**src/rtl/mts_defines.svh**
```systemverilog
// constants for the translation and system control block
`ifndef MTS_DEFINES_SVH
`define MTS_DEFINES_SVH
// control register locations
`define MTS_CR_ID 4'h0
`define MTS_CR_CTL 4'h1
`define MTS_CR_TTB 4'h2
`define MTS_CR_DAC 4'h3
`define MTS_CR_FSR 4'h5
`define MTS_CR_FAR 4'h6
`define MTS_CR_CACHE 4'h7
`define MTS_CR_TLBOP 4'h8
`define MTS_CR_CLK 4'h9
`define MTS_CR_TLK 4'ha
`define MTS_CR_PID 4'hd
`define MTS_CR_TEST 4'hf
`define MTS_OP2_MAIN 3'h0
`define MTS_OP2_ALT 3'h1
`define MTS_CRM_INSTRUCTION_CACHE 4'h1
// transfer instruction fields
`define MTS_I_FIX 27:24
`define MTS_FIX_VAL 4'he
`define MTS_I_ONES 11:8
`define MTS_ONES_VAL 4'hf
`define MTS_I_BIT4 4
`define MTS_I_DIR 20
`define MTS_I_CRN 19:16
`define MTS_I_OP2 7:5
`define MTS_I_CRM 3:0
// control bits, process id field, lock base position
`define MTS_CTL_MMU 0
`define MTS_CTL_ALIGN 1
`define MTS_PID_F 31:25
`define MTS_PID_ZERO 7'h00
`define MTS_PID_MSK 32'hfe00_0000
`define MTS_TLK_LSB 0
// fault status codes and layout
`define MTS_FS_ALIGN 4'h1
`define MTS_FS_TRANS_S 4'h5
`define MTS_FS_TRANS_P 4'h7
`define MTS_FS_DOM_S 4'h9
`define MTS_FS_DOM_P 4'hb
`define MTS_FS_PERM_S 4'hd
`define MTS_FS_PERM_P 4'hf
`define MTS_NO_DOM 4'h0
// descriptor types and fields
`define MTS_D_TYPE 1:0
`define MTS_D_FAULT 2'b00
`define MTS_D_COARSE 2'b01
`define MTS_D_SECT 2'b10
`define MTS_D_FINE 2'b11
`define MTS_P_LARGE 2'b01
`define MTS_P_SMALL 2'b10
`define MTS_P_TINY 2'b11
`define MTS_D_DOM 8:5
`define MTS_D_SAP 11:10
`define MTS_D_PAP 11:4
`define MTS_D_TAP 5:4
`define MTS_D_CBASE 31:10
`define MTS_D_FBASE 31:12
`define MTS_TTB_BASE 31:14
`define MTS_MVA_L1 31:20
`define MTS_MVA_CIDX 19:12
`define MTS_MVA_FIDX 19:10
`define MTS_MVA_LSUB 15:14
`define MTS_MVA_SSUB 11:10
`define MTS_WORD_PAD 2'b00
// page offset masks per mapping size
`define MTS_MSK_SECT 32'h000f_ffff
`define MTS_MSK_LARGE 32'h0000_ffff
`define MTS_MSK_SMALL 32'h0000_0fff
`define MTS_MSK_TINY 32'h0000_03ff
// domain and permission codes, access sizes
`define MTS_DA_CLIENT 2'b01
`define MTS_DA_MGR 2'b11
`define MTS_AP_NONE 2'b00
`define MTS_AP_PRIV 2'b01
`define MTS_AP_URO 2'b10
`define MTS_SZ_HALF 2'h1
`define MTS_SZ_WORD 2'h2
`endif

```
**src/rtl/mts_pkg.sv**
```systemverilog
// types shared by the translation and system control block
package mts_pkg;
  typedef enum logic [1:0] {
    MTS_SECT, MTS_LARGE, MTS_SMALL, MTS_TINY
  } mts_kind_t;
  // gray order along idle, look, walk1, walk2
  typedef enum logic [1:0] {
    MTS_IDLE = 2'b00, MTS_LOOK = 2'b01,
    MTS_WALK1 = 2'b11, MTS_WALK2 = 2'b10
  } mts_state_t;
  typedef struct packed {
    logic vld;
    mts_kind_t kind;
    logic [31:0] vbase;
    logic [31:0] pbase;
    logic [7:0] ap;
    logic [3:0] dom;
  } mts_tlb_ent_t;
  typedef struct packed {
    logic [31:0] instr;
    logic [31:0] wdata;
    logic priv;
  } mts_cop_req_t;
  typedef struct packed {
    logic [31:0] va;
    logic fetch;
    logic write;
    logic priv;
    logic [1:0] size;
  } mts_acc_req_t;
endpackage : mts_pkg

```
**src/rtl/mts_mmu_top.sv**
```systemverilog
// system control register port with translation and protection unit
// Operation
// - sixteen control register locations, each read-only, read/write, write-only or reserved
// - locations 0, 5 and 13 pick a register by the secondary opcode
// - location 9 picks a lockdown register by the auxiliary field
// - transfers only in privileged mode; write moves in, read returns a value
// - decode fixed pattern 1110, ones in 11:8, bit 4 set, bit 20 direction
// - register number comes from instruction bits 19:16
// - secondary opcode in bits 7:5 is zero unless a register defines more
// - auxiliary field in bits 3:0 selects a register-specific action
// - core address with bits 31:25 zero remapped by process id before translation
// - first-level table of 4096 entries indexed by address bits 31:20
// - first-level entry is a section or points to coarse or fine table
// - coarse maps large or small pages; fine also maps tiny pages
// - section 1 MB, large 64 KB, small 4 KB, tiny 1 KB
// - sixteen domains decide whether permissions apply or are ignored
// - sections and tiny pages one permission set; pages four, per quarter
// - on hit check permission then give physical address, else abort
// - on miss walk the tables in memory and refill the buffer
// - walk starts with first-level fetch; pages need one second fetch
// - abort on alignment (data only), translation, domain, permission faults
// - data faults record status and address; fetch faults own status
// - status holds cause and domain; address register holds faulting address
`timescale 1ns/1ns
`include "mts_defines.svh"
module mts_mmu_top #(
  parameter int TLB_N = 8, // lookaside entries, power of two
  parameter logic [31:0] ID_VAL = 32'h5a5a_0001, // arbitrary value
  parameter logic [31:0] CTYPE_VAL = 32'h0000_0000 // cache type word
) (
  input wire logic i_core_clk, // core clock
  input wire logic i_arst_n, // async reset, active low
  input wire logic i_cop_valid, // transfer request pulse
  input wire mts_pkg::mts_cop_req_t i_cop, // instruction, data, mode
  output logic o_cop_done, // transfer answered pulse
  output logic o_cop_undef, // transfer refused
  output logic [31:0] o_cop_rdata, // value for a read transfer
  input wire logic i_acc_valid, // memory access request
  input wire mts_pkg::mts_acc_req_t i_acc, // access attributes
  output logic o_acc_busy, // access in progress
  output logic o_acc_done, // access answered pulse
  output logic o_acc_abort, // access aborted
  output logic [31:0] o_acc_pa, // physical address
  output logic o_wlk_req, // table fetch request
  output logic [31:0] o_wlk_addr, // table fetch address
  input wire logic i_wlk_ack, // table fetch data valid
  input wire logic [31:0] i_wlk_data // table fetch data
);
  import mts_pkg::*;

  localparam int IW = $clog2(TLB_N);

  typedef struct packed {
    mts_state_t st;
    logic [31:0] ctl, ttb, dac, dfs, ifs, far;
    logic [31:0] dlk, ilk, tlk, pid, cid, tst;
    logic [31:0] modified_virtual_address;
    logic fetch, write, priv;
    logic [1:0] size;
    logic [31:0] l1d;
    mts_tlb_ent_t [TLB_N-1:0] translation_lookaside_buffer;
    logic [IW-1:0] vic;
    logic cop_done, cop_undef;
    logic [31:0] cop_rdata;
    logic acc_busy, acc_done, acc_abort;
    logic [31:0] acc_pa;
    logic wlk_req;
    logic [31:0] wlk_addr;
  } mts_st_t;

  mts_st_t q, n;
  logic hit, align_bad, flt;
  logic [IW-1:0] hidx, nvic;
  mts_tlb_ent_t ent;
  logic [1:0] dacc;
  logic [3:0] fcode, fdom, target_coproc_register, auxiliary_coproc_field;
  logic [2:0] op2;

  ////////////////////////////////////////////////////////////////////
  // helpers

  // offset bits kept from the modified address per mapping size
  function automatic logic [31:0] size_mask(mts_kind_t k);
    unique case (k)
      MTS_SECT: size_mask = `MTS_MSK_SECT;
      MTS_LARGE: size_mask = `MTS_MSK_LARGE;
      MTS_SMALL: size_mask = `MTS_MSK_SMALL;
      MTS_TINY: size_mask = `MTS_MSK_TINY;
    endcase
  endfunction : size_mask

  // build a buffer entry from a final descriptor
  function automatic mts_tlb_ent_t mk_ent(mts_kind_t k, logic [31:0] d,
                                          logic [31:0] a, logic [3:0] dm);
    mk_ent.vld = 1'b1;
    mk_ent.kind = k;
    mk_ent.vbase = a & ~size_mask(k);
    mk_ent.pbase = d & ~size_mask(k);
    mk_ent.dom = dm;
    unique case (k)
      MTS_SECT: mk_ent.ap = {4{d[`MTS_D_SAP]}};
      MTS_TINY: mk_ent.ap = {4{d[`MTS_D_TAP]}};
      default: mk_ent.ap = d[`MTS_D_PAP];
    endcase
  endfunction : mk_ent

  // permission pair for the quarter page being touched
  function automatic logic [1:0] ap_sel(mts_tlb_ent_t e, logic [31:0] a);
    unique case (e.kind)
      MTS_LARGE: ap_sel = e.ap[{a[`MTS_MVA_LSUB], 1'b0} +: 2];
      MTS_SMALL: ap_sel = e.ap[{a[`MTS_MVA_SSUB], 1'b0} +: 2];
      default: ap_sel = e.ap[1:0];
    endcase
  endfunction : ap_sel

  function automatic logic perm_ok(logic [1:0] ap, logic pv, logic wr);
    unique case (ap)
      `MTS_AP_NONE: perm_ok = 1'b0;
      `MTS_AP_PRIV: perm_ok = pv;
      `MTS_AP_URO: perm_ok = pv | ~wr;
      default: perm_ok = 1'b1;
    endcase
  endfunction : perm_ok

  // legality of a transfer: pattern, mode, location and opcode
  function automatic logic cop_ok(mts_cop_req_t c);
    logic [2:0] o;
    logic ok;
    o = c.instr[`MTS_I_OP2];
    ok = c.priv && c.instr[`MTS_I_FIX] == `MTS_FIX_VAL;
    ok = ok && c.instr[`MTS_I_ONES] == `MTS_ONES_VAL;
    ok = ok && c.instr[`MTS_I_BIT4];
    unique case (c.instr[`MTS_I_CRN])
      `MTS_CR_ID: ok = ok && c.instr[`MTS_I_DIR] && o <= `MTS_OP2_ALT;
      `MTS_CR_FSR, `MTS_CR_PID: ok = ok && o <= `MTS_OP2_ALT;
      `MTS_CR_CACHE, `MTS_CR_TLBOP: ok = ok; // op2 names the operation
      `MTS_CR_CTL, `MTS_CR_TTB, `MTS_CR_DAC, `MTS_CR_FAR, `MTS_CR_CLK,
      `MTS_CR_TLK, `MTS_CR_TEST: ok = ok && o == `MTS_OP2_MAIN;
      default: ok = 1'b0; // reserved locations
    endcase
    cop_ok = ok;
  endfunction : cop_ok

  ////////////////////////////////////////////////////////////////////
  // lookup on the held modified address
  always_comb begin
    hit = 1'b0;
    hidx = '0;
    for (int i = 0; i < TLB_N; i++) begin
      if (q.translation_lookaside_buffer[i].vld &&
          ((q.translation_lookaside_buffer[i].vbase ^ q.modified_virtual_address) & ~size_mask(q.translation_lookaside_buffer[i].kind)) == '0)
      begin
        hit = 1'b1;
        hidx = IW'(i);
      end
    end
    ent = q.translation_lookaside_buffer[hidx];
    dacc = q.dac[{ent.dom, 1'b0} +: 2];
    unique case (q.size)
      `MTS_SZ_WORD: align_bad = q.modified_virtual_address[1:0] != 2'b00;
      `MTS_SZ_HALF: align_bad = q.modified_virtual_address[0];
      default: align_bad = 1'b0;
    endcase
    align_bad = align_bad && !q.fetch && q.ctl[`MTS_CTL_ALIGN];
    // after a wrap the victim restarts at the lock base, skipping the entries below it
    nvic = q.vic + 1'b1;
    if (nvic == '0) begin
      nvic = q.tlk[`MTS_TLK_LSB +: IW];
    end
  end

  ////////////////////////////////////////////////////////////////////
  // next state: register transfers first, then translation
  always_comb begin
    n = q;
    n.cop_done = 1'b0;
    n.acc_done = 1'b0;
    flt = 1'b0;
    fcode = `MTS_FS_ALIGN;
    fdom = `MTS_NO_DOM;
    target_coproc_register = i_cop.instr[`MTS_I_CRN];
    auxiliary_coproc_field = i_cop.instr[`MTS_I_CRM];
    op2 = i_cop.instr[`MTS_I_OP2];
    // transfers answer one cycle after the request
    if (i_cop_valid) begin
      n.cop_done = 1'b1;
      n.cop_undef = !cop_ok(i_cop);
      n.cop_rdata = '0;
      if (cop_ok(i_cop) && i_cop.instr[`MTS_I_DIR]) begin
        unique case (target_coproc_register)
          `MTS_CR_ID: n.cop_rdata = op2 == `MTS_OP2_ALT ? CTYPE_VAL
                                                       : ID_VAL;
          `MTS_CR_CTL: n.cop_rdata = q.ctl;
          `MTS_CR_TTB: n.cop_rdata = q.ttb;
          `MTS_CR_DAC: n.cop_rdata = q.dac;
          `MTS_CR_FSR: n.cop_rdata = op2 == `MTS_OP2_ALT ? q.ifs : q.dfs;
          `MTS_CR_FAR: n.cop_rdata = q.far;
          `MTS_CR_CLK: n.cop_rdata = auxiliary_coproc_field == `MTS_CRM_INSTRUCTION_CACHE ? q.ilk
                                                          : q.dlk;
          `MTS_CR_TLK: n.cop_rdata = q.tlk;
          `MTS_CR_PID: n.cop_rdata = op2 == `MTS_OP2_ALT ? q.cid : q.pid;
          `MTS_CR_TEST: n.cop_rdata = q.tst;
          default: n.cop_rdata = '0; // operation locations read zero
        endcase
      end else if (cop_ok(i_cop)) begin
        unique case (target_coproc_register)
          `MTS_CR_CTL: n.ctl = i_cop.wdata;
          `MTS_CR_TTB: n.ttb = i_cop.wdata;
          `MTS_CR_DAC: n.dac = i_cop.wdata;
          `MTS_CR_FSR: begin
            if (op2 == `MTS_OP2_ALT) begin
              n.ifs = i_cop.wdata;
            end else begin
              n.dfs = i_cop.wdata;
            end
          end
          `MTS_CR_FAR: n.far = i_cop.wdata;
          // any write here invalidates the whole buffer, locked or not
          `MTS_CR_TLBOP: begin
            for (int i = 0; i < TLB_N; i++) begin
              n.translation_lookaside_buffer[i].vld = 1'b0;
            end
          end
          `MTS_CR_CLK: begin
            if (auxiliary_coproc_field == `MTS_CRM_INSTRUCTION_CACHE) begin
              n.ilk = i_cop.wdata;
            end else begin
              n.dlk = i_cop.wdata;
            end
          end
          `MTS_CR_TLK: n.tlk = i_cop.wdata;
          `MTS_CR_PID: begin
            if (op2 == `MTS_OP2_ALT) begin
              n.cid = i_cop.wdata;
            end else begin
              n.pid = i_cop.wdata & `MTS_PID_MSK;
            end
          end
          `MTS_CR_TEST: n.tst = i_cop.wdata;
          default: n.tst = q.tst; // cache operations: no cache here
        endcase
      end
    end
    unique case (q.st)
      MTS_IDLE: begin
        if (i_acc_valid) begin
          n.modified_virtual_address = i_acc.va;
          if (i_acc.va[`MTS_PID_F] == `MTS_PID_ZERO) begin
            n.modified_virtual_address[`MTS_PID_F] = q.pid[`MTS_PID_F];
          end
          n.fetch = i_acc.fetch;
          n.write = i_acc.write;
          n.priv = i_acc.priv;
          n.size = i_acc.size;
          n.acc_busy = 1'b1;
          n.st = MTS_LOOK;
        end
      end
      MTS_LOOK: begin
        if (align_bad) begin
          flt = 1'b1;
        end else if (!q.ctl[`MTS_CTL_MMU]) begin
          n.acc_done = 1'b1; // flat map, no checks
          n.acc_abort = 1'b0;
          n.acc_pa = q.modified_virtual_address;
          n.acc_busy = 1'b0;
          n.st = MTS_IDLE;
        end else if (hit) begin
          fdom = ent.dom;
          if (dacc != `MTS_DA_CLIENT && dacc != `MTS_DA_MGR) begin
            flt = 1'b1;
            fcode = ent.kind == MTS_SECT ? `MTS_FS_DOM_S : `MTS_FS_DOM_P;
          end else if (dacc == `MTS_DA_CLIENT &&
                       !perm_ok(ap_sel(ent, q.modified_virtual_address), q.priv, q.write)) begin
            flt = 1'b1;
            fcode = ent.kind == MTS_SECT ? `MTS_FS_PERM_S
                                         : `MTS_FS_PERM_P;
          end else begin
            n.acc_done = 1'b1;
            n.acc_abort = 1'b0;
            n.acc_pa = (ent.pbase & ~size_mask(ent.kind)) |
                       (q.modified_virtual_address & size_mask(ent.kind));
            n.acc_busy = 1'b0;
            n.st = MTS_IDLE;
          end
        end else begin
          n.wlk_req = 1'b1;
          n.wlk_addr = {q.ttb[`MTS_TTB_BASE], q.modified_virtual_address[`MTS_MVA_L1],
                        `MTS_WORD_PAD};
          n.st = MTS_WALK1;
        end
      end
      MTS_WALK1: begin
        if (i_wlk_ack) begin
          n.wlk_req = 1'b0;
          n.l1d = i_wlk_data;
          unique case (i_wlk_data[`MTS_D_TYPE])
            `MTS_D_FAULT: begin
              flt = 1'b1;
              fcode = `MTS_FS_TRANS_S;
            end
            `MTS_D_SECT: begin
              n.translation_lookaside_buffer[q.vic] = mk_ent(MTS_SECT, i_wlk_data, q.modified_virtual_address,
                                    i_wlk_data[`MTS_D_DOM]);
              n.vic = nvic;
              n.st = MTS_LOOK;
            end
            `MTS_D_COARSE: begin
              n.wlk_req = 1'b1;
              n.wlk_addr = {i_wlk_data[`MTS_D_CBASE],
                            q.modified_virtual_address[`MTS_MVA_CIDX], `MTS_WORD_PAD};
              n.st = MTS_WALK2;
            end
            `MTS_D_FINE: begin
              n.wlk_req = 1'b1;
              n.wlk_addr = {i_wlk_data[`MTS_D_FBASE],
                            q.modified_virtual_address[`MTS_MVA_FIDX], `MTS_WORD_PAD};
              n.st = MTS_WALK2;
            end
          endcase
        end
      end
      MTS_WALK2: begin
        if (i_wlk_ack) begin
          n.wlk_req = 1'b0;
          fdom = q.l1d[`MTS_D_DOM];
          // a tiny page in a coarse table is a translation fault
          if (i_wlk_data[`MTS_D_TYPE] == `MTS_D_FAULT ||
              (i_wlk_data[`MTS_D_TYPE] == `MTS_P_TINY &&
               q.l1d[`MTS_D_TYPE] == `MTS_D_COARSE)) begin
            flt = 1'b1;
            fcode = `MTS_FS_TRANS_P;
          end else begin
            n.translation_lookaside_buffer[q.vic] = mk_ent(
              i_wlk_data[`MTS_D_TYPE] == `MTS_P_LARGE ? MTS_LARGE :
              i_wlk_data[`MTS_D_TYPE] == `MTS_P_SMALL ? MTS_SMALL :
              MTS_TINY, i_wlk_data, q.modified_virtual_address, fdom);
            n.vic = nvic;
            n.st = MTS_LOOK;
          end
        end
      end
    endcase
    // fault capture sits last so it wins over a same-cycle register write
    if (flt) begin
      if (q.fetch) begin
        n.ifs = {24'h00_0000, fdom, fcode};
      end else begin
        n.dfs = {24'h00_0000, fdom, fcode};
        n.far = q.modified_virtual_address;
      end
      n.acc_done = 1'b1;
      n.acc_abort = 1'b1;
      n.acc_busy = 1'b0;
      n.st = MTS_IDLE;
    end
  end

  ////////////////////////////////////////////////////////////////////
  // state register, everything clears to zero
  always_ff @(posedge i_core_clk or negedge i_arst_n) begin
    if (!i_arst_n) begin
      q <= '0;
    end else begin
      q <= n;
    end
  end

  assign o_cop_done = q.cop_done;
  assign o_cop_undef = q.cop_undef;
  assign o_cop_rdata = q.cop_rdata;
  assign o_acc_busy = q.acc_busy;
  assign o_acc_done = q.acc_done;
  assign o_acc_abort = q.acc_abort;
  assign o_acc_pa = q.acc_pa;
  assign o_wlk_req = q.wlk_req;
  assign o_wlk_addr = q.wlk_addr;
endmodule : mts_mmu_top

```
**config.mk**
```make
export PLATFORM = sky130hd
export DESIGN_NAME = mts_mmu_top
export DESIGN_NICKNAME = d
export VERILOG_FILES = /design/src/rtl/mts_pkg.sv /design/src/rtl/mts_mmu_top.sv
export VERILOG_INCLUDE_DIRS = /design/src /design/src/rtl
export SDC_FILE = /design/constraint.sdc
export NUM_CORES = 2
export LEC_CHECK = 0
export BUFFER_PORTS_ARGS = -buffer_cell sky130_fd_sc_hd__buf_4
export CORE_UTILIZATION = 60
export DETAILED_ROUTE_END_ITERATION = 10
export GPL_TIMING_DRIVEN = 0
export MAX_ROUTING_LAYER = met4
export PLACE_DENSITY = 0.78
export SYNTH_ARGS = -nofsm -noshare
export SYNTH_HDL_FRONTEND = slang
export SYNTH_SLANG_ARGS = --single-unit
```
**constraint.sdc**
```tcl
create_clock -name i_core_clk -period 8.4 [get_ports i_core_clk]
set_input_delay 2.52 -clock i_core_clk [delete_from_list [all_inputs] [get_ports i_core_clk]]
set_output_delay 2.52 -clock i_core_clk [all_outputs]
set_load 0.02 [all_outputs]
```
==> Word-level counts from Yosys, hierarchy flattened <==
Index checks and enable logic that the tools add are counted.
Widths: inputs -> output; s select.
{ "word_totals": {"elab_cells": 478, "out_inout_bits": 102, "input_bits": 139, "ff_bits": 1144} }
{ "op_classes": {"shifts": 3, "n_addsub": 1, "n_mux": 189, "reduce_logical": 79, "n_eq_ne": 85, "bitwise": 40, "order_cmp": 4} }
{ "ops": {"columns": ["op", "count"], "rows": [
  ["$mux 635", 4],
  ["$pmux 32 s4", 10],
  ["$pmux 635 s2", 1],
  ["$bwmux 632", 2],
  ["$mux 32", 28],
  ["$mux 288", 3],
  ["$and 32x32->32", 14],
  ["$not 32->32", 11],
  ["$pmux 32 s10", 1],
  ["$logic_not 32->1", 8],
  ["$xor 32x32->32", 8],
  ["$bmux 79 s3", 1],
  ["$demux 79 s3", 1],
  ["$mux 64", 3],
  ["$mux 35", 4],
  ["$mux 33", 3],
  ["$mux 96", 1],
  ["$mux 79", 1],
  ["$mux 78", 1],
  ["$mux 34", 2],
  ["$mux 68", 1],
  ["$pmux 33 s2", 1],
  ["$pmux 32 s2", 1],
  ["$mux 1", 61],
  ["other kinds (52)", 230]
]} }

==> Longest topological paths before layout <==
{ "depth": {"ltp_word": 48, "depth_mapped": 30, "depth_no_buf": 23} }

==> Least setup slack after synthesis <==
OpenSTA, ideal clock, no wires.
{ "synth_timing": {"kind": "register -> register", "start": "register q[803] (netlist bit)", "end": "register q, in the netlist o_acc_pa[17]", "setup_ns": 0.133, "path_buffers": 6, "required_ns": 8.267, "t_arrival_ns": 6.242, "stages_incl_launch_ff": 30, "period_less_slack_ns": 6.375, "slack_ns": 2.025, "path_cell_list": "dfrtp_1 buf_2 xor2_1 nor4_1 nand3_1 or4_1 o211ai_1 a31o_2 clkbuf_1 buf_1 clkbuf_1 nand2_1 nand3_1 o21ai_0 o21ai_0 ha_1 mux2i_1 or3b_2 nor2_1 o21ai_0 a31oi_1 nor4_1 o21ai_0 a22o_1 nand3_2 a21o_1 buf_2 buf_2 nand2_1 o21ai_0"} }
{ "synth_between": {"elab_chain_len": 31, "elab_cells_between_ends": 96, "cone_classes": "11 x eq/ne; 3 x shift; 40 x mux; 20 x bitwise; 22 x reduce/logical"} }
{ "synth_rtl": {"columns": ["item", "line_no", "rtl"], "rows": [
  ["start, declared", "mts_mmu_top.sv:71", "mts_st_t q, n;"],
  ["start signal, assigned", "mts_mmu_top.sv:365", "q <= n;"],
  ["$xor 32x32->32", "mts_mmu_top.sv:151", "((q.translation_lookaside_buffer[i].vbase ^ q.modified_virtual_address) & ~size_mask(q.translation_lookaside_b ..."],
  ["$and 32x32->32", "mts_mmu_top.sv:151", null],
  ["$logic_not 32->1", "mts_mmu_top.sv:151", null],
  ["$logic_and 1x1->1", "mts_mmu_top.sv:150", "if (q.translation_lookaside_buffer[i].vld &&"],
  ["$mux 1", "mts_mmu_top.sv:150", null],
  ["$mux 3 (6 in series)", "mts_mmu_top.sv:150", null],
  ["$bmux 79 s3", "mts_mmu_top.sv:157", "ent = q.translation_lookaside_buffer[hidx];"],
  ["$mux 78 (implied by the code)", "mts_mmu_top.sv:157", null],
  ["[10 not listed]", null, null],
  ["$mux 1", "mts_mmu_top.sv:268", "end else if (hit) begin"],
  ["$mux 1", "mts_mmu_top.sv:262", "end else if (!q.ctl[`MTS_CTL_MMU]) begin"],
  ["$mux 1", "mts_mmu_top.sv:260", "if (align_bad) begin"],
  ["$mux 1", "mts_mmu_top.sv:244", "unique case (q.st)"],
  ["$logic_not 1->1", "mts_mmu_top.sv:274", "!perm_ok(ap_sel(ent, q.modified_virtual_address), q.priv, q.write)) begin"],
  ["$logic_and 1x1->1", "mts_mmu_top.sv:273", "end else if (dacc == `MTS_DA_CLIENT &&"],
  ["$ne 2x2->1 (no source line)", null, null],
  ["$reduce_and 5->1 (no source line)", null, null]
]} }
Several ways; a longest one is shown, not always the timed one. The select of a mux whose other input is x is not followed.
A chain may end at the register's enable or synchronous reset.

==> Worst setup path in the final report <==
{ "layout_timing": {"start": "register q[794] (netlist bit)", "end": "register q, in the netlist o_acc_pa[31]"} }
{ "layout_between": {"elab_chain_len": 31, "elab_cells_between_ends": 85, "cone_classes": "10 x eq/ne; 3 x shift; 33 x mux; 18 x bitwise; 21 x reduce/logical"} }
{ "layout_rtl": {"columns": ["item", "line_no"], "rows": [
  ["$xor 32x32->32", "mts_mmu_top.sv:151"],
  ["$and 32x32->32", "mts_mmu_top.sv:151"],
  ["$logic_not 32->1", "mts_mmu_top.sv:151"],
  ["$logic_and 1x1->1", "mts_mmu_top.sv:150"],
  ["$mux 1", "mts_mmu_top.sv:150"],
  ["$mux 3 (6 in series)", "mts_mmu_top.sv:150"],
  ["$bmux 79 s3", "mts_mmu_top.sv:157"],
  ["$mux 78 (implied by the code)", "mts_mmu_top.sv:157"],
  ["[10 not listed]", null],
  ["$mux 1", "mts_mmu_top.sv:268"],
  ["$mux 1", "mts_mmu_top.sv:262"],
  ["$mux 1", "mts_mmu_top.sv:260"],
  ["$mux 1", "mts_mmu_top.sv:244"],
  ["$logic_not 1->1", "mts_mmu_top.sv:274"],
  ["$logic_and 1x1->1", "mts_mmu_top.sv:273"],
  ["$ne 2x2->1 (no source line)", null],
  ["$reduce_and 5->1 (no source line)", null]
]} }
Several ways; a longest one is shown, not always the timed one. The select of a mux whose other input is x is not followed.

==> metrics.txt <==
outcome=complete, no violations; r2r startpoint=q[794]$_DFFE_PN0P_; RD Place Congestion=1.03; I/O pins=241; Max-slew headroom=6.03%; routed via count=40.9k; Hold Vio Cnt, Final=0; cts hold-fix bufs=0; Min-Delay Path Class=flip-flop to flip-flop; flops & latches, synth=979; critical path capture point type=flip-flop; total congestion overflow=0; Worst setup SP type=flip-flop; fraction of registers with async set or reset after synthesis=100%; worst setup path class=flip-flop to flip-flop; synthesized area per cell=9.81 um^2; Worst path most repeated cell=o21ai_0; smallest hold slack=0.469 ns; # nets final=5278; die area=79500 um^2; ys flop type=dfrtp_1; chip width=282 um; final setup vio count=0; clock root buffer=clkbuf_16; Max Root-Sink Buffers=3; Synth Instances=4798; Pwr Density=298 nW/um^2; Initial Utilization=60.7%; CP max-delay cell=or4_1; largest net degree at the start of global routing=126; Vias/cell=6.55; multi-input logic area=20200 um^2; CP endpoint=o_acc_pa[31]$_DFFE_PN0P_; Period Utilization, post-route=98.8%; placed wire-length estimate=122 mm; DRT antenna net count=0; crit-path max cell delay=0.60 ns; clk_skew=0.0280 ns; clk sink count=979; Slew Limit Fails=0; layout cells sized above 1=17.1%; register area=24500 um^2; commonest cells after routing, fill and taps aside=nand2_1 (1096), dfrtp_1 (979), o21ai_0 (414); Syn. warnings=0; CORE AREA=77500 um^2; initial drt markers=5566; Worst-Skew Late Latency=0.70 ns; Crit. Startpoint=q[794]$_DFFE_PN0P_; post-synth top area cell=dfrtp_1; Max Cap Violations=0; initial antenna violation count=6; vias in the first global route=39.7k; Pleak=25.2 nW; r2r endpoint=o_acc_pa[31]$_DFFE_PN0P_; Core Rows=102; Worst Path Arrival=8.91 ns; Clock transition at path regs=0.06 ns; Post-Syn Area=47000 um^2; FF-to-FF path depth=29; critical path fanouts, max=10; Setup WS pre-CTS=-1.92 ns; EDFF count, synth=0; depth of the CTS H-tree=3; Tot GR Track Use=44.0%; port buffer count=211; DRC Markers=0; top cell type's share of synthesized area=52.1%; wirelength, routed=169 mm; worst-margin pin slew=1.41 ns; reg2reg setup slack=0.1 ns; Yosys cell types=79; Layout Area Growth over Synthesis=14.4%; Synth area leaders=dfrtp_1 (52%), nand2_1 (8.7%), mux2_2 (7.4%); register area share after synthesis=52.1%; Layout fillers=5924; Die Y=282 um; IR drop worst, VDD=0.000195 V; CTS tree=built; TritonCTS Buffers=102; most common cell after layout, fill and taps aside=nand2_1; TritonRoute pass-1 iters=9; setup ws final=0.0990 ns; post-layout minimum cycle time=8.30 ns; data required time of the worst path=9.01 ns; first-pass GRT wire length=249 mm; drt wl/cell=27.0 um; Peak Freq=120 MHz
-- metrics by stage --
stage          cell area (um^2)  power [W]  util (%)  std cells  setup TNS [ns]
2_1_floorplan             47000    0.00934         -       4799               0
3_3_place_gp              49900     0.0110      64.5       6050        -6660.09
3_5_place_dp              50200     0.0112      64.8       6061         -233.81
4_1_cts                   53800     0.0158      69.4       6244               0
5_1_grt                   53800     0.0166      69.5       6246        -0.00194
6_report                  53800     0.0161      69.5       6246               0
-- final cells by class --
type,count,area share (%)
clock inverters,30,0.783
multi-input cells,3275,37.4
repair buffers,225,3.49
flip-flops and latches,979,45.5
plain buffers,470,4.31
inverters,70,0.488
clock buffers,151,5.53
well taps,1040,2.42
diodes,6,0.0279
-- cells by family (layout without fill, tap and decap cells) --
| logic type | count (synthesis) | in the layout | synth area share (%) |
|---|---|---|---|
| adder cells (fa/ha/maj) | 17 | 17 | 0.447 |
| flip-flops | 979 | 979 | 52.1 |
| buffers and inverters | 545 | 946 | 5.36 |
| AO/OA/AOI/OAI | 1175 | 1175 | 15.6 |
| multiplexers | 422 | 422 | 9.81 |
| other | 1 | 8 | 0.00797 |
| AND/OR/NAND/NOR | 1483 | 1483 | 13.4 |
| XOR/XNOR | 176 | 176 | 3.29 |
-- how the worst min path moves through the flow --
stage	startpoint	endpoint	slack, ns	cells past startpoint
finish	q[378]$_DFFE_PN0P_	q[378]$_DFFE_PN0P_	0.47	2
CTS	q[700]$_DFFE_PN0P_	q[700]$_DFFE_PN0P_	0.47	2
detailed placement	q[700]$_DFFE_PN0P_	q[700]$_DFFE_PN0P_	0.46	2
global placement	q[700]$_DFFE_PN0P_	q[700]$_DFFE_PN0P_	0.45	2
floorplan	q[691]$_DFFE_PN0P_	q[691]$_DFFE_PN0P_	0.44	2
global route	o_acc_pa[8]$_DFFE_PN0P_	o_acc_pa[8]$_DFFE_PN0P_	0.49	2
-- synthesized netlist by cell type, types with 70 or more instances --
master,number
a211oi_1,101
xnor2_1,99
nand2_1,1096
xor2_1,76
inv_1,70
dfrtp_1,979
nor2_1,78
clkbuf_1,293
a22oi_1,117
o21ai_0,417
a21oi_1,232
mux2_2,311
buf_4,98
mux2i_1,111
-- state kept, by name (all words and copies together), names as in the netlist --
| signal | cells |
|---|---|
| o_cop_done | 1 |
| o_acc_pa | 32 |
| o_wlk_addr | 30 |
| o_acc_busy | 1 |
| o_acc_abort | 1 |
| q | 879 |
| o_acc_done | 1 |
| o_cop_rdata | 32 |
| o_wlk_req | 1 |
| o_cop_undef | 1 |
-- report_power, final --
group,internal [W],total [W],switching (W)
Sequential,0.00574,0.00648,0.000738
Combinational,0.00182,0.00493,0.00311
Clock,0.00270,0.00466,0.00197
Total,0.0103,0.0161,0.00581
-- critical path: cells and delay by family, from the launching register on --
kind                     cells  cell delay, ns
AND/OR/NAND/NOR             10            2.64
buffers and inverters        6            2.14
AO/OA/AOI/OAI               10            1.95
multiplexers                 1            0.51
flip-flops                   1            0.48
adder cells (fa/ha/maj)      1            0.32
XOR/XNOR                     1            0.14
-- per-layer routing --
layer / wire (um) / GRT usage, % / vias up
met5: 0 / - / -
met2: 75400 / 64.8 / 2773
met4: 13500 / 30.4 / 0
met1: 60800 / 53.5 / 20200
met3: 19100 / 10.7 / 706
li1: - / - / 17300
-- repair_timing --
| action | in CTS | in global routing |
|---|---|---|
| pin swaps | 2 | 1 |
| buffers inserted | 3 | 0 |
| resized for setup | 39 | 15 |
| endpoints found under the setup margin | 133 | 131 |
Note: power is estimated with default switching activity, not from simulation.
